==> src/verilog/acsc_pkg.sv <==
// Constants, types and state record of the converter sequencer control block
// Function
// - Two-bit reference field: 0 internal reference, 1 supply, others reserved.
// - Converter clock is the peripheral clock divided by 2 to 256 per code.
// - Startup wait of 0 to 256 converter cycles before first sample after enable or a switch to the internal reference.
// - Startup wait also applies after a deep-sleep wake for a measurement.
// - With auto delay variation, inter-sample wait field increments after every sample.
// - Auto-incremented inter-sample wait wraps from 0xF to 0x0.
// - Gap between consecutive samples equals the wait field in converter cycles, cap open.
// - Result compared to low/high thresholds per three-bit window mode.
// - Sampling lasts two converter cycles plus the five-bit extension field.
// - Five-bit code selects pins 0 to 11, internal reference 0x1D or ground 0x1F.
// - Input selection rewritten mid-conversion takes effect only after that conversion.
// - Writing one to command bit 0 launches a single measurement.
// - Launch bit reads one while converting and clears itself at completion.
// - Event enable bit 0 lets the event input start a conversion.
// - Each interrupt line is high only while its enable and flag are both set.
// - At conversion end, window flag bit 1 sets when the result meets the mode.
// - Window flag clears by writing one or reading the result; zero does nothing.
// - Result flag bit 0 sets whenever a measurement completes.
// - Result flag clears by writing one or reading the result; zero does nothing.
// - Accumulation field codes 1 to 6 sum 2 to 64 samples; 0 none, 7 reserved.
// - Window thresholds apply to the final accumulated value.
// - Reduced resolution keeps the eight upper bits of each sample.
package acsc_pkg;
  // Register indices; byte address is four times the index
  localparam logic [4:0] IDX_CTRL_MAIN  = 5'h00;
  localparam logic [4:0] IDX_ACCUM      = 5'h01;
  localparam logic [4:0] IDX_CLOCK_REF  = 5'h02;
  localparam logic [4:0] IDX_TIMING     = 5'h03;
  localparam logic [4:0] IDX_WINDOW     = 5'h04;
  localparam logic [4:0] IDX_SAMPLE_LEN = 5'h05;
  localparam logic [4:0] IDX_INPUT_SEL  = 5'h06;
  localparam logic [4:0] IDX_COMMAND    = 5'h08;
  localparam logic [4:0] IDX_EVENT      = 5'h09;
  localparam logic [4:0] IDX_INT_EN     = 5'h0a;
  localparam logic [4:0] IDX_INT_FLAGS  = 5'h0b;
  localparam logic [4:0] IDX_RESULT     = 5'h10;
  localparam logic [4:0] IDX_WIN_LOW    = 5'h12;
  localparam logic [4:0] IDX_WIN_HIGH   = 5'h14;
  // Field positions
  localparam int POS_ENABLE    = 0;
  localparam int POS_RESOLUTION_CHOICE    = 2;
  localparam int POS_REFERENCE_CHOICE    = 4;
  localparam int POS_STARTUP   = 5;
  localparam int POS_AUTO_DELAY_VARIATION      = 4;
  localparam int POS_LAUNCH    = 0;
  localparam int POS_EVT_EN    = 0;
  localparam int POS_RESULT    = 0;
  localparam int POS_WINDOW    = 1;
  // Codes and timing counts, in converter clock cycles
  localparam logic [1:0] REF_INTERNAL   = 2'h0;
  localparam logic [1:0] REF_SUPPLY     = 2'h1;
  localparam logic [2:0] WIN_NONE       = 3'h0;
  localparam logic [2:0] WIN_BELOW      = 3'h1;
  localparam logic [2:0] WIN_ABOVE      = 3'h2;
  localparam logic [2:0] WIN_INSIDE     = 3'h3;
  localparam logic [2:0] WIN_OUTSIDE    = 3'h4;
  localparam logic [2:0] STARTUP_MAX    = 3'h5;
  localparam logic [2:0] ACC_MAX        = 3'h6;
  localparam logic [8:0] STARTUP_BASE   = 9'h010;
  localparam logic [8:0] SAMPLE_BASE    = 9'h002;
  localparam logic [8:0] DIV_BASE       = 9'h002;
  localparam logic [7:0] RESET_BYTE     = 8'h00;

  // Gray-coded sequencer states along idle, startup, sample, convert, gap
  typedef enum logic [2:0] {
    ST_IDLE    = 3'b000,
    ST_STARTUP = 3'b001,
    ST_SAMPLE  = 3'b011,
    ST_CONVERT = 3'b010,
    ST_GAP     = 3'b110
  } acsc_state_t;

  // Controls toward the analog front end
  typedef struct packed {
    logic [1:0] reference_choice;
    logic [4:0] input_channel_code;
    logic       sample_hold;
    logic       convert;
  } acsc_fe_ctl_t;

  // Sample returned by the analog front end
  typedef struct packed {
    logic       valid;
    logic [9:0] data;
  } acsc_fe_res_t;

  // Whole state of the block
  typedef struct packed {
    acsc_state_t st;
    logic [7:0]  div_cnt;
    logic [8:0]  cnt;
    logic [6:0]  left;
    logic [15:0] acc;
    logic [15:0] result;
    logic        enable;
    logic        resolution_choice;
    logic [2:0]  accumulation_count;
    logic [1:0]  reference_choice;
    logic [2:0]  clock_divider_code;
    logic [2:0]  startup_wait;
    logic        auto_delay_variation;
    logic [3:0]  inter_sample_wait;
    logic [2:0]  window_compare_mode;
    logic [4:0]  sampling_extension;
    logic [4:0]  input_channel_code;
    logic [4:0]  active_channel;
    logic        event_launch_enable;
    logic [1:0]  int_enable;
    logic [1:0]  int_flags;
    logic [15:0] window_low_threshold;
    logic [15:0] window_high_threshold;
    logic        init_pending;
    logic        convert;
    logic        ack;
    logic [31:0] rdata;
  } acsc_state_rec_t;
endpackage

==> src/verilog/acsc_top.sv <==
// Converter sequencer control: Wishbone registers, prescaler and sample sequencer
`timescale 1ns/1ps
module acsc_top (
  input  wire logic                   clk_i,
  input  wire logic                   rst_i,
  input  wire logic                   wb_cyc_i,
  input  wire logic                   wb_stb_i,
  input  wire logic                   wb_we_i,
  input  wire logic [7:0]             wb_adr_i,
  input  wire logic [3:0]             wb_sel_i,
  input  wire logic [31:0]            wb_dat_i,
  output logic      [31:0]            wb_dat_o,
  output logic                        wb_ack_o,
  input  wire logic                   event_i,
  input  wire logic                   wake_i,
  input  wire acsc_pkg::acsc_fe_res_t fe_res_i,
  output acsc_pkg::acsc_fe_ctl_t      fe_ctl_o,
  output logic                        result_irq_o,
  output logic                        window_irq_o
);
  import acsc_pkg::*;

  acsc_state_rec_t s_q;
  acsc_state_rec_t s_d;

  logic        tick;
  logic        wr;
  logic        rd;
  logic        launch;
  logic        start;
  logic [4:0]  idx;
  logic        mapped;
  logic [15:0] sample_val;
  logic [15:0] acc_sum;

  // Divider limit: code c divides by 2 << c
  function automatic logic [7:0] div_lim(input logic [2:0] c);
    logic [8:0] d;
    d = DIV_BASE << c;
    return 8'(d - 9'h001);
  endfunction

  // Startup cycles; reserved codes give no wait
  function automatic logic [8:0] startup_cycles(input logic [2:0] c);
    logic [8:0] r;
    r = 9'h000;
    if (c != 3'h0 && c <= STARTUP_MAX) begin
      r = STARTUP_BASE << (c - 3'h1);
    end
    return r;
  endfunction

  // Number of samples per measurement; reserved code acts as none
  function automatic logic [6:0] acc_samples(input logic [2:0] c);
    logic [6:0] r;
    r = 7'h01;
    if (c != 3'h0 && c <= ACC_MAX) begin
      r = 7'h01 << c;
    end
    return r;
  endfunction

  // Window match on the final result
  function automatic logic win_hit(input logic [2:0] m, input logic [15:0] v,
                                   input logic [15:0] lo, input logic [15:0] hi);
    logic h;
    case (m)
      WIN_BELOW:   h = v < lo;
      WIN_ABOVE:   h = v > hi;
      WIN_INSIDE:  h = (v > lo) && (v < hi);
      WIN_OUTSIDE: h = (v < lo) || (v > hi);
      default:     h = 1'b0;
    endcase
    return h;
  endfunction

  // Read decode, used by the read mux only
  function automatic logic [31:0] rd_word(input logic [4:0] i, input acsc_state_rec_t s);
    logic [31:0] w;
    w = 32'h0000_0000;
    case (i)
      IDX_CTRL_MAIN: begin
        w[POS_ENABLE] = s.enable;
        w[POS_RESOLUTION_CHOICE] = s.resolution_choice;
      end
      IDX_ACCUM:      w[2:0] = s.accumulation_count;
      IDX_CLOCK_REF: begin
        w[POS_REFERENCE_CHOICE+:2] = s.reference_choice;
        w[2:0] = s.clock_divider_code;
      end
      IDX_TIMING: begin
        w[POS_STARTUP+:3] = s.startup_wait;
        w[POS_AUTO_DELAY_VARIATION] = s.auto_delay_variation;
        w[3:0] = s.inter_sample_wait;
      end
      IDX_WINDOW:     w[2:0] = s.window_compare_mode;
      IDX_SAMPLE_LEN: w[4:0] = s.sampling_extension;
      IDX_INPUT_SEL:  w[4:0] = s.input_channel_code;
      IDX_COMMAND:    w[POS_LAUNCH] = (s.st != ST_IDLE);
      IDX_EVENT:      w[POS_EVT_EN] = s.event_launch_enable;
      IDX_INT_EN:     w[1:0] = s.int_enable;
      IDX_INT_FLAGS:  w[1:0] = s.int_flags;
      IDX_RESULT:     w[15:0] = s.result;
      IDX_WIN_LOW:    w[15:0] = s.window_low_threshold;
      IDX_WIN_HIGH:   w[15:0] = s.window_high_threshold;
      default:        w = 32'h0000_0000;
    endcase
    return w;
  endfunction

  // Next-state logic for the whole block
  always_comb begin
    s_d = s_q;
    idx = wb_adr_i[6:2];
    mapped = (wb_adr_i[7] == 1'b0);
    tick = (s_q.div_cnt == div_lim(s_q.clock_divider_code));
    s_d.div_cnt = tick ? 8'h00 : s_q.div_cnt + 8'h01;
    s_d.convert = 1'b0;
    launch = 1'b0;
    // Ack one cycle after the request; the write lands on the acked edge
    s_d.ack = wb_cyc_i & wb_stb_i & ~s_q.ack;
    wr = wb_cyc_i & wb_stb_i & wb_we_i & s_q.ack & mapped;
    rd = wb_cyc_i & wb_stb_i & ~wb_we_i & s_q.ack & mapped;
    if (s_d.ack) begin
      s_d.rdata = mapped ? rd_word(idx, s_q) : 32'h0000_0000;
    end
    sample_val = s_q.resolution_choice ? {8'h00, fe_res_i.data[9:2]}
                                       : {6'h00, fe_res_i.data};
    acc_sum = s_q.acc + sample_val;

    // Register writes; only byte lane 0 unless a 16-bit register
    if (wr && wb_sel_i[0]) begin
      case (idx)
        IDX_CTRL_MAIN: begin
          if (wb_dat_i[POS_ENABLE] && !s_q.enable) begin
            s_d.init_pending = 1'b1;
          end
          s_d.enable = wb_dat_i[POS_ENABLE];
          s_d.resolution_choice = wb_dat_i[POS_RESOLUTION_CHOICE];
        end
        IDX_ACCUM:      s_d.accumulation_count = wb_dat_i[2:0];
        IDX_CLOCK_REF: begin
          if (wb_dat_i[POS_REFERENCE_CHOICE+:2] == REF_INTERNAL && s_q.reference_choice != REF_INTERNAL) begin
            s_d.init_pending = 1'b1;
          end
          s_d.reference_choice = wb_dat_i[POS_REFERENCE_CHOICE+:2];
          s_d.clock_divider_code = wb_dat_i[2:0];
        end
        IDX_TIMING: begin
          s_d.startup_wait = wb_dat_i[POS_STARTUP+:3];
          s_d.auto_delay_variation = wb_dat_i[POS_AUTO_DELAY_VARIATION];
          s_d.inter_sample_wait = wb_dat_i[3:0];
        end
        IDX_WINDOW:     s_d.window_compare_mode = wb_dat_i[2:0];
        IDX_SAMPLE_LEN: s_d.sampling_extension = wb_dat_i[4:0];
        IDX_INPUT_SEL:  s_d.input_channel_code = wb_dat_i[4:0];
        IDX_COMMAND:    launch = wb_dat_i[POS_LAUNCH];
        IDX_EVENT:      s_d.event_launch_enable = wb_dat_i[POS_EVT_EN];
        IDX_INT_EN:     s_d.int_enable = wb_dat_i[1:0];
        IDX_INT_FLAGS:  s_d.int_flags = s_q.int_flags & ~wb_dat_i[1:0];
        IDX_WIN_LOW:    s_d.window_low_threshold[7:0] = wb_dat_i[7:0];
        IDX_WIN_HIGH:   s_d.window_high_threshold[7:0] = wb_dat_i[7:0];
        default: begin
        end
      endcase
    end
    if (wr && wb_sel_i[1]) begin
      if (idx == IDX_WIN_LOW) begin
        s_d.window_low_threshold[15:8] = wb_dat_i[15:8];
      end
      if (idx == IDX_WIN_HIGH) begin
        s_d.window_high_threshold[15:8] = wb_dat_i[15:8];
      end
    end
    // Reading the result clears both flags
    if (rd && idx == IDX_RESULT) begin
      s_d.int_flags = 2'b00;
    end
    if (wake_i) begin
      s_d.init_pending = 1'b1;
    end

    // A start is taken only from idle, so a busy sequencer is never disturbed
    start = (launch | (event_i & s_q.event_launch_enable))
            & s_q.enable & (s_q.st == ST_IDLE);

    case (s_q.st)
      ST_IDLE: begin
        if (start) begin
          s_d.active_channel = s_d.input_channel_code;
          s_d.acc = 16'h0000;
          s_d.left = acc_samples(s_q.accumulation_count);
          if (s_d.init_pending) begin
            s_d.init_pending = 1'b0;
            s_d.cnt = startup_cycles(s_q.startup_wait);
            s_d.st = ST_STARTUP;
          end else begin
            s_d.cnt = SAMPLE_BASE + {4'h0, s_q.sampling_extension};
            s_d.st = ST_SAMPLE;
          end
        end
      end
      ST_STARTUP: begin
        if (s_q.cnt == 9'h000) begin
          s_d.cnt = SAMPLE_BASE + {4'h0, s_q.sampling_extension};
          s_d.st = ST_SAMPLE;
        end else if (tick) begin
          s_d.cnt = s_q.cnt - 9'h001;
        end
      end
      ST_SAMPLE: begin
        if (s_q.cnt == 9'h000) begin
          s_d.convert = 1'b1;
          s_d.st = ST_CONVERT;
        end else if (tick) begin
          s_d.cnt = s_q.cnt - 9'h001;
        end
      end
      ST_CONVERT: begin
        if (fe_res_i.valid) begin
          s_d.acc = acc_sum;
          s_d.left = s_q.left - 7'h01;
          if (s_q.auto_delay_variation) begin
            s_d.inter_sample_wait = s_q.inter_sample_wait + 4'h1;
          end
          if (s_q.left == 7'h01) begin
            // Final value: flags set here win over a clear in the same cycle
            s_d.result = acc_sum;
            s_d.int_flags[POS_RESULT] = 1'b1;
            if (win_hit(s_q.window_compare_mode, acc_sum, s_q.window_low_threshold,
                        s_q.window_high_threshold)) begin
              s_d.int_flags[POS_WINDOW] = 1'b1;
            end
            s_d.st = ST_IDLE;
          end else begin
            s_d.cnt = {5'h00, s_q.inter_sample_wait};
            s_d.st = ST_GAP;
          end
        end
      end
      ST_GAP: begin
        if (s_q.cnt == 9'h000) begin
          s_d.cnt = SAMPLE_BASE + {4'h0, s_q.sampling_extension};
          s_d.st = ST_SAMPLE;
        end else if (tick) begin
          s_d.cnt = s_q.cnt - 9'h001;
        end
      end
      default: s_d.st = ST_IDLE;
    endcase

    // Disabling aborts a running sequence
    if (!s_d.enable) begin
      s_d.st = ST_IDLE;
      s_d.convert = 1'b0;
    end
    // New selection reaches the mux only once the sequencer is idle
    if (s_d.st == ST_IDLE) begin
      s_d.active_channel = s_d.input_channel_code;
    end
  end

  // State register
  always_ff @(posedge clk_i) begin
    if (rst_i) begin
      s_q <= '0;
      s_q.st <= ST_IDLE;
    end else begin
      s_q <= s_d;
    end
  end

  // Outputs; interrupt lines gate flags with enables
  assign wb_dat_o = s_q.rdata;
  assign wb_ack_o = s_q.ack;
  assign fe_ctl_o.reference_choice = s_q.reference_choice;
  assign fe_ctl_o.input_channel_code = s_q.active_channel;
  assign fe_ctl_o.sample_hold = (s_q.st == ST_SAMPLE); // Cap open in gap
  assign fe_ctl_o.convert = s_q.convert;
  assign result_irq_o = s_q.int_enable[POS_RESULT] & s_q.int_flags[POS_RESULT];
  assign window_irq_o = s_q.int_enable[POS_WINDOW] & s_q.int_flags[POS_WINDOW];
endmodule

==> config.mk <==
export PLATFORM = sky130hd
export DESIGN_NAME = acsc_top
export DESIGN_NICKNAME = d
export VERILOG_FILES = /design/src/verilog/acsc_pkg.sv /design/src/verilog/acsc_top.sv
export SDC_FILE = /design/constraint.sdc
export NUM_CORES = 1
export LEC_CHECK = 0
export ABC_AREA = 1
export BUFFER_PORTS_ARGS = -buffer_cell sky130_fd_sc_hd__clkbuf_2
export CAP_MARGIN = 20
export CELL_PAD_IN_SITES_DETAIL_PLACEMENT = 0
export CELL_PAD_IN_SITES_GLOBAL_PLACEMENT = 1
export CORE_MARGIN = 8
export CORE_UTILIZATION = 33
export CTS_BUF_LIST = sky130_fd_sc_hd__clkbuf_2
export DETAILED_ROUTE_END_ITERATION = 12
export PLACE_DENSITY = 0.73
export SLEW_MARGIN = 20
export SYNTH_ARGS = -nofsm -noshare
export SYNTH_HDL_FRONTEND = slang
export SYNTH_SLANG_ARGS = --single-unit
==> constraint.sdc <==
create_clock -name clk_i -period 3.5 [get_ports clk_i]
set_clock_uncertainty 0.15 [all_clocks]
set_input_delay 0.35 -clock clk_i [delete_from_list [all_inputs] [get_ports clk_i]]
set_output_delay 0.35 -clock clk_i [all_outputs]
set_load 0.02 [all_outputs]
==> results.cfg, run 1 <==
[placed_design]
place_congestion = 0.848
io_buffers = 69
place_hpwl_mm = 21.2

[layout]
areaGrowthSynthToFinish_pct = 18.1
drive_gt1_share_pct = 18.4
fin_nets = 1552

[detailed_routing]
firstDrtPassIters = 7
drt-total-wl_mm = 28.3
routed_via_density = 4.87
avgRoutedWirePerCell_um = 15.5
routed-via-count = 8910
drc_errors = 0
ant_nets = 0
drt_iter0_drc = 561

[timing]
tightest_slew_ps = 818
min_period_over_period_pct = 99.4
hold_ws_ps = 60.0
setup_viol = 0
drv_slew = 0
fmax_mhz = 287
max_slew_margin_pct = 45.4
layout_min_cycle_time_ps = 3480
fin_tns_setup_ps = 0
final-hold-violation-count = 0
rsz0062_at_grt = yes

[setup_path]
cp-start-kind = flop
rrSetupSlack_ps = 20
path_class = reg2reg
worstPathMaxFanout = 5
ff2ff_path_depth = 21
required_ps = 4020
critPathArrivalTime_ps = 4000
reg2reg_from = s_q[106]
end_kind = flop
r2r-end = s_q[68]

[pwr]
p_sw_w = 0.000898
switching_share_pct = 27.9
power_frac_seq_pct = 53.8
p_leak_nw = 4.77
p_comb_share_pct = 10.2
power.internal_w = 0.00233
vdd_drop_max_mv = 0.219
power.density_nw_per_um2 = 294
clockPowerShare_pct = 36.0

[global_routing]
antenna_found_initial = 1
grt_pass1_vias = 8418
grt_use_total_pct = 16.6
grt_overflow = 0
grt_start_max_net_pins = 67
grt_pass1_wl_mm = 44.9

[yosys]
ys_seq_area_share_pct = 32.5
synth_area_per_cell_um2 = 6.98
synth_area_leader_cell = dfxtp_1
synth_edf_count = 0
yosysWarningCount = 0
synth_cells = 1332
synth_top_area_share_pct = 32.5
synth_flop_cell = dfxtp_1
synth_seq_cells = 151
async_reset_ff_share_pct = 0
ys_types = 60
netlist_top_cells_area = dfxtp_1 33%, nand2_1 9.4%, a21oi_1 8.2%
syn-cell-area_um2 = 9290

[worst_hold_path]
worstHoldPathCells = 4
min_to = fe_ctl_o[6]
worstHoldStart = rst_i
hold_class = in2reg

[floorplanning]
die_area_um2 = 33800
coreArea_um2 = 27800
rows = 61
boundaryPins = 106
die_w_um = 184
start_util_pct = 33.4
die_h_um = 184

[clocking]
root_buffer = clkbuf_2
cts_max_level = 4
clk_pin_slew_worst_paths_ps = 230
insertion_delay_ps = 740
cts_tree = built
cts_buffer_depth = 2
cts.sinks = 151
numCtsBuffers = 17

[job]
cap_viol_max_count = 0

[run_status]
outcome = completed
[layout make-up]
class	instances	area (µm²)
Clock inverter	12	175
Inverter	170	646
Multi-Input combinational cell	950	5520
Clock buffer	20	100
Fill cell	2980	16800
Timing Repair Buffer	149	1030
Tap cell	378	473
Sequential cell	151	3030
Antenna cell	1	2.50
[layout by cell type, fill, tap and decap left out, types with 10 or more instances in the layout]
| master | instances |
|---|---|
| nand3_1 | 47 |
| nor2_4 | 12 |
| conb_1 | 16 |
| buf_4 | 48 |
| nand2_1 | 221 |
| clkbuf_2 | 89 |
| dfxtp_1 | 150 |
| nor3_1 | 17 |
| xor2_1 | 19 |
| nand3_2 | 12 |
| o21ai_0 | 97 |
| dlygate4sd3_1 | 28 |
| o22ai_1 | 16 |
| nand2_2 | 19 |
| inv_1 | 152 |
| ha_1 | 44 |
| nand4_1 | 14 |
| o21ai_1 | 16 |
| nor2_1 | 140 |
| nor2_2 | 11 |
| a21oi_1 | 143 |
| inv_2 | 10 |
[worst max-delay path by stage]
stage / from / depth (start not counted) / endpoint / slack [ps]
floorplan: s_q[106] / 20 / s_q[68] / 50
global placement: fe_res_i[6] / 21 / s_q[68] / -170
detailed placement: s_q[106] / 20 / s_q[68] / -180
CTS: s_q[106] / 22 / s_q[68] / 7
global route: s_q[106] / 23 / s_q[68] / -230
finish: s_q[106] / 21 / s_q[68] / 20
[Yosys cell counts, drive strengths merged (4+ instances only)]
cell	count
clkinv	5
o211ai	4
buf	52
nor3	20
ha	50
nand3	59
nor2	164
inv	165
a31oi	5
nor4	4
a221oi	6
dfxtp	151
a21oi	154
o22ai	16
clkbuf	24
o2111ai	5
xor2	20
nand2	248
nand4	15
xnor2	7
o21ai	116
o221ai	4
nand3b	4
[through the flow]
| step | setup WS [ps] | total power, W | cells | cell area (µm²) | util, % |
|---|---|---|---|---|---|
| 6_report | 21.1 | 0.00322 | 1831 | 11000 | 39.5 |
| 5_1_grt | -226 | 0.00337 | 1831 | 11000 | 39.5 |
| 4_1_cts | 6.96 | 0.00325 | 1827 | 10800 | 38.7 |
| 3_5_place_dp | -184 | 0.00205 | 1765 | 10100 | 36.2 |
| 3_3_place_gp | -174 | 0.00205 | 1765 | 10100 | 36.2 |
| 2_1_floorplan | 45.0 | 0.00196 | 1347 | 9350 | - |
[cell families (layout without fill, tap and decap cells)]
kind of cell	Yosys count	count (layout)	synth area share, %
AO/OA/AOI/OAI	331	331	20.1
XOR/XNOR	27	27	2.55
adder cells (fa/ha/maj)	51	51	6.95
buffers and inverters	246	351	11.8
flip-flops	151	151	32.5
multiplexers	5	5	0.566
other	1	17	0.0404
AND/OR/NAND/NOR	520	520	25.5
[power by group through the flow]
stage               Combinational, W  Clock [W]  Sequential (W)
finish                      0.000328    0.00116         0.00174
global route                0.000364    0.00126         0.00174
CTS                         0.000315    0.00120         0.00174
detailed placement          0.000286          0         0.00177
global placement            0.000285          0         0.00177
floorplan                   0.000189          0         0.00177
[critical path: stages, from the launching register on]
cell and delay [ps]:
dfxtp_4 430, mux2_4 320, ha_4 280, buf_4 120
nand2_1 60, nor2_2 160, nand3_2 100, o2111ai_4 100
nand4_1 180, xnor2_2 190, ha_1 300, nand2_2 70
nor4_2 260, buf_4 160, nand2_2 40, nand2_2 90
nand2_1 60, nand2_1 50, nand2_1 60, nand3_2 80
nand2_1 50, a21oi_1 130
[flip-flops by register name (all words and copies together), names as in the netlist]
| register | count |
|---|---|
| s_q | 126 |
| wb_dat_o | 16 |
| fe_ctl_o | 8 |
| wb_ack_o | 1 |
[per-layer routing]
metal | track usage, % | wire length [µm]
met1 | 23.6 | 14300
met2 | 25.7 | 12500
met3 | 2.75 | 1250
met4 | 3.81 | 279
met5 | 0 | 0
[what timing repair did]
action / in CTS / in global routing
hold endpoints to repair: 81 / 0
pin swaps: 16 / 37
gates resized for setup: 29 / 44
cloned: 1 / 0
setup buffers: 1 / 3
setup endpoints to repair: 1 / 1
hold buffers: 28 / 0
Power figures use the tool's default switching activity.
==> inputs of run 2 (changes only) <==
Settings changed: GPL_ROUTABILITY_DRIVEN set to 0, PLACE_DENSITY 0.73 to 0.71, SLEW_MARGIN 20 to unset.
Clock period 3.5 ns to 3.63 ns, I/O delays scaled along.
==> run 2 against run 1 <==
Against the previous run:
- non-clock buffer count increased by 3
- cell area increased by 0.39%
- first-iteration DRC count increased by 14%
- wire length increased by 0.76%
- worst setup slack improved by 88 ps
- power decreased by 8.3%
- sequential power decreased by 3%
- die area unchanged
- fmax decreased by 1.2%
- clock power decreased by 18%
- critical endpoint unchanged
- largest power group unchanged
- highest routed layer unchanged
==> results.cfg, run 2 (synthesized netlist as in run 1, its figures left out) <==
[clocking]
cts_max_level = 4
insertion_delay_ps = 750
cts_tree = built
clk_pin_slew_worst_paths_ps = 250
root_buffer = clkbuf_2
cts.sinks = 151
cts_buffer_depth = 2
numCtsBuffers = 17

[global_routing]
grt_pass1_vias = 8188
grt_overflow = 0
grt_start_max_net_pins = 67
grt_pass1_wl_mm = 44.6
antenna_found_initial = 1
grt_use_total_pct = 16.6

[timing]
tightest_slew_ps = 815
rsz0062_at_grt = yes
final-hold-violation-count = 0
fmax_mhz = 284
setup_slack_ps = 109
setup_viol = 0
hold_ws_ps = 90.8
drv_slew = 0
layout_min_cycle_time_ps = 3520
min_period_over_period_pct = 97.0
max_slew_margin_pct = 45.7

[layout]
areaGrowthSynthToFinish_pct = 18.5
largest_reg_flops = 126
final_core_util_pct = 39.6
layout.area.seq_um2 = 3030
regMostFlops = s_q
fillers = 3037
layout_commonest_cell = nand2_1
drive_gt1_share_pct = 18.9
fin_nets = 1555
most-common-layout-cells = 215 x nand2_1, 152 x inv_1, 150 x dfxtp_1
multi_input_area_um2 = 5540

[setup_path]
critPathSlowestCell = dfxtp_4
crit_chain = mux2_4 > ha_4 > buf_6 > nand2_1 > nor2_2 > nand3_2 > o2111ai_4 > nand4_1 > xnor2_2 > ha_1 > nand2_2 > nor4_4 > buf_4 > nand2_2 > nand2_2 > nand2_1 > nand2_1 > nand2_1 > nand3_1 > nand2_1 > a21oi_1
ff2ff_path_depth = 21
required_ps = 4170
rrSetupSlack_ps = 110
cpPeakStageDelay_ps = 460
worstPathMaxFanout = 5
cpLargestDelayFamily = simple AND/OR/NAND/NOR gates
critPathArrivalTime_ps = 4060
end_kind = flop
r2r-end = s_q[68]
crit_buf_inv = 2
crit_top_cell = nand2_1
path_class = reg2reg
reg2reg_from = s_q[106]
cp-start-kind = flop

[floorplanning]
die_h_um = 184
coreArea_um2 = 27800
rows = 61
start_util_pct = 33.4
boundaryPins = 106
die_area_um2 = 33800
die_w_um = 184

[worst_hold_path]
min_to = s_q[34]
worstHoldStart = event_i
hold_class = in2reg
worstHoldPathCells = 6

[detailed_routing]
routed-via-count = 8947
avgRoutedWirePerCell_um = 15.6
firstDrtPassIters = 5
drt-total-wl_mm = 28.5
drc_errors = 0
drt_iter0_drc = 639
routed_via_density = 4.88
ant_nets = 0

[pwr]
finalPower_w = 0.00295
vdd_drop_max_mv = 0.143
power.density_nw_per_um2 = 268
p_leak_nw = 4.77

[placed_design]
place_hpwl_mm = 21.2
io_buffers = 69
dpl_worst_slack_ps = -95.8

[job]
cap_viol_max_count = 0

[run_status]
outcome = completed
[run 2: per-stage QoR]
| step | setup TNS (ps) | cells | instance area, µm² |
|---|---|---|---|
| detailed placement | -95.8 | 1759 | 10000 |
| global route | -121 | 1834 | 11000 |
| CTS | 0 | 1822 | 10600 |
| global placement | -80.1 | 1759 | 10000 |
| floorplan | 0 | 1347 | 9350 |
| finish | 0 | 1834 | 11000 |
[run 2: worst max-delay path by stage]
stage / startpoint / endpoint / cells after the start
after floorplan: s_q[106] / s_q[68] / 21
after global placement: s_q[106] / s_q[68] / 20
after CTS: s_q[106] / s_q[68] / 22
final: s_q[106] / s_q[68] / 21
after global routing: s_q[106] / s_q[68] / 21
after detailed placement: s_q[106] / s_q[68] / 21
[run 2: cell type report]
class	count	share of cell area [%]
clock buffer	18	0.818
clock inverter	14	1.23
timing repair buffer	152	9.97
multi-input combinational	950	50.3
sequential	151	27.5
antenna	1	0.0227
inverter	170	5.86
tap	378	4.29
[run 2: repair_timing]
item,in CTS,in global routing
hold buffers,31,0
endpoints found under the setup margin,1,1
gates cloned,0,1
resized for setup,4,77
hold endpoints to repair,86,0
pin swaps,0,41
buffers inserted,0,10
[run 2: worst min-delay path, cell delays in order]
cell and delay (ps):
clkbuf_2 90, nand2_1 50, o21ai_1 130, nand2_1 140, nor2_2 70, nor3_1 120
[run 2: power breakdown]
group          internal [W]  total [W]  switching, W
clock              0.000218   0.000956      0.000738
sequential          0.00167    0.00168    0.00000631
combinational      0.000119   0.000323      0.000204
total               0.00201    0.00295      0.000948
[run 2: per-layer routing]
metal / part of all wire, % / global-route usage (%) / wire (µm)
met1: 50 / 23.9 / 14200
met5: 0 / 0 / 0
met2: 44 / 25.4 / 12700
met3: 4.7 / 2.81 / 1330
met4: 0.94 / 3.65 / 267
==> inputs of run 3 (changes only) <==
Settings changed: CORE_MARGIN 8 to 5, CORE_UTILIZATION 33 to 35, PLACE_DENSITY 0.71 to 0.74.
Clock period 3.63 ns to 3.59 ns, I/O delays scaled along.
==> run 3 against run 2 <==
Against the previous run:
- fmax is essentially flat
- count of clock-buffer cells in the layout is 1 higher
- first-iteration DRC count up 17%
- die area fell by 11%
- worst setup slack worse by 37 ps
- combinational power decreased by 3%
- register-to-register slack lost 40 ps
- critical endpoint unchanged
- largest power group unchanged
- highest routed layer unchanged
==> results.cfg, run 3 (synthesized netlist as in run 1, its figures left out) <==
[worst_hold_path]
worstHoldStart = rst_i
hold_class = in2reg
worstHoldPathCells = 4
min_to = fe_ctl_o[5]

[timing]
drv_slew = 0
rsz0062_at_grt = yes
min_period_over_period_pct = 98.0
final-hold-violation-count = 0
layout_min_cycle_time_ps = 3520
setup_viol = 0
max_slew_margin_pct = 45.2
fmax_mhz = 284
tightest_slew_ps = 821

[clocking]
numCtsBuffers = 17
insertion_delay_ps = 740
clk_pin_slew_worst_paths_ps = 240
cts_tree = built
cts_max_level = 4
cts.sinks = 151
root_buffer = clkbuf_2
cts_buffer_depth = 2

[setup_path]
reg2reg_from = s_q[106]
path_class = reg2reg
end_kind = flop
worstPathMaxFanout = 6
ff2ff_path_depth = 20
cp-start-kind = flop
critPathArrivalTime_ps = 3990
rrSetupSlack_ps = 70
r2r-end = s_q[68]
required_ps = 4060

[pwr]
vdd_drop_max_mv = 0.131
p_comb_share_pct = 10.4
clockPowerShare_pct = 33.6
p_sw_w = 0.000886
power_frac_seq_pct = 56.0
power.internal_w = 0.00213
p_leak_nw = 4.70
switching_share_pct = 29.3
power.density_nw_per_um2 = 281

[layout]
layout_commonest_cell = nand2_1
areaGrowthSynthToFinish_pct = 15.6
multi_input_area_um2 = 5390
stdcell_count = 1783
layout.area.seq_um2 = 3030
largest_reg_flops = 126
most-common-layout-cells = 226 x nand2_1, 153 x inv_1, 150 x dfxtp_1
fin_nets = 1547
drive_gt1_share_pct = 16.4
fillers = 2793
final_cell_area_um2 = 10700
regMostFlops = s_q

[global_routing]
grt_start_max_net_pins = 67
grt_pass1_vias = 8432
grt_pass1_wl_mm = 44.7
antenna_found_initial = 1
grt_use_total_pct = 18.2
grt_overflow = 0

[placed_design]
postPlaceCellArea_um2 = 9980
dpl.cell_count = 1718
place_hpwl_mm = 20.9
io_buffers = 69

[floorplanning]
boundaryPins = 106
die_w_um = 173
rows = 59
start_util_pct = 35.6
coreArea_um2 = 26100
die_h_um = 173
die_area_um2 = 29900

[run_status]
outcome = completed

[detailed_routing]
ant_nets = 0
drt-total-wl_mm = 27.6
drc_errors = 0
drt_iter0_drc = 747
firstDrtPassIters = 6
avgRoutedWirePerCell_um = 15.5
routed_via_density = 4.99
routed-via-count = 8904

[job]
cap_viol_max_count = 0
-- run 3: cell count changes in the layout (fill, tap and decap cells not counted), sizes merged --
| cell | previous run | this run |
|---|---|---|
| clkinv | 11 | 9 |
| buf | 51 | 45 |
| dlygate4sd3 | 31 | 29 |
| clkinvlp | 1 | 2 |
| inv | 172 | 170 |
| clkbuf | 88 | 89 |
| bufinv | 0 | 2 |
-- run 3: cell type report --
type                            instances  share of cell area (%)
Multi-Input combinational cell        950                    50.2
Sequential cell                       151                    28.2
Timing Repair Buffer                  144                    9.40
Inverter                              170                    6.01
Tap cell                              335                    3.90
Clock inverter                         13                    1.36
Clock buffer                           19                   0.885
Antenna cell                            1                  0.0233
-- run 3: worst max-delay path: stages, from the launching register on --
cell and delay [ps]:
dfxtp_4 430, clkbuf_16 160, nor2_1 110, ha_1 260, a21o_1 190, a22oi_1 210, o211ai_1 160, and2_1 190
or2_1 230, and2_4 160, buf_4 150, ha_4 260, nand2_1 60, nor2_2 130, nand4_1 130, nand3_1 100
nor2_1 40, nand3b_1 100, nand3_2 80, nand2_1 60, a21oi_1 60
-- run 3: power groups by stage --
stage / registers [W] / logic, W / clock network (W)
floorplan: 0.00172 / 0.000184 / 0
global placement: 0.00172 / 0.000276 / 0
detailed placement: 0.00172 / 0.000278 / 0
CTS: 0.00169 / 0.000304 / 0.00105
global route: 0.00170 / 0.000348 / 0.00113
finish: 0.00169 / 0.000313 / 0.00101
-- run 3: repair_timing --
action | 4_1_cts | 5_1_grt
buffers inserted | 0 | 2
endpoints found under the setup margin | 1 | 1
gates resized for setup | 3 | 40
endpoints found under the hold margin | 88 | 0
hold buffers | 29 | 0
pin swaps | 1 | 19
cloned | 0 | 1
-- run 3: worst max path at each step --
stage,startpoint,slack (ps),to
final,s_q[106],70,s_q[68]
after global routing,s_q[106],-140,s_q[68]
after CTS,s_q[106],0.9,s_q[68]
after detailed placement,fe_res_i[6],-110,s_q[68]
after global placement,fe_res_i[6],-90,s_q[68]
after floorplan,s_q[106],40,s_q[68]
-- run 3: through the flow --
step / setup slack (ps) / total power, W / util, % / hold slack, ps / TNS [ps]
after floorplan: 36.2 / 0.00191 / - / 291 / 0
after global placement: -91.6 / 0.00200 / 38.2 / 305 / -91.6
after detailed placement: -115 / 0.00200 / 38.2 / 308 / -115
after CTS: 0.920 / 0.00305 / 40.3 / 12.2 / 0
after global routing: -138 / 0.00317 / 41.1 / 48.4 / -138
final: 72.1 / 0.00302 / 41.1 / 65.3 / 0
-- run 3: metal layers --
| metal | wire length, µm | global-route usage, % | up-vias |
|---|---|---|---|
| met2 | 12100 | 27.5 | 208 |
| met3 | 1510 | 2.69 | 18 |
| li1 | - | - | 4578 |
| met1 | 13800 | 27.3 | 4100 |
| met4 | 247 | 4.09 | 0 |
| met5 | 0 | 0 | - |
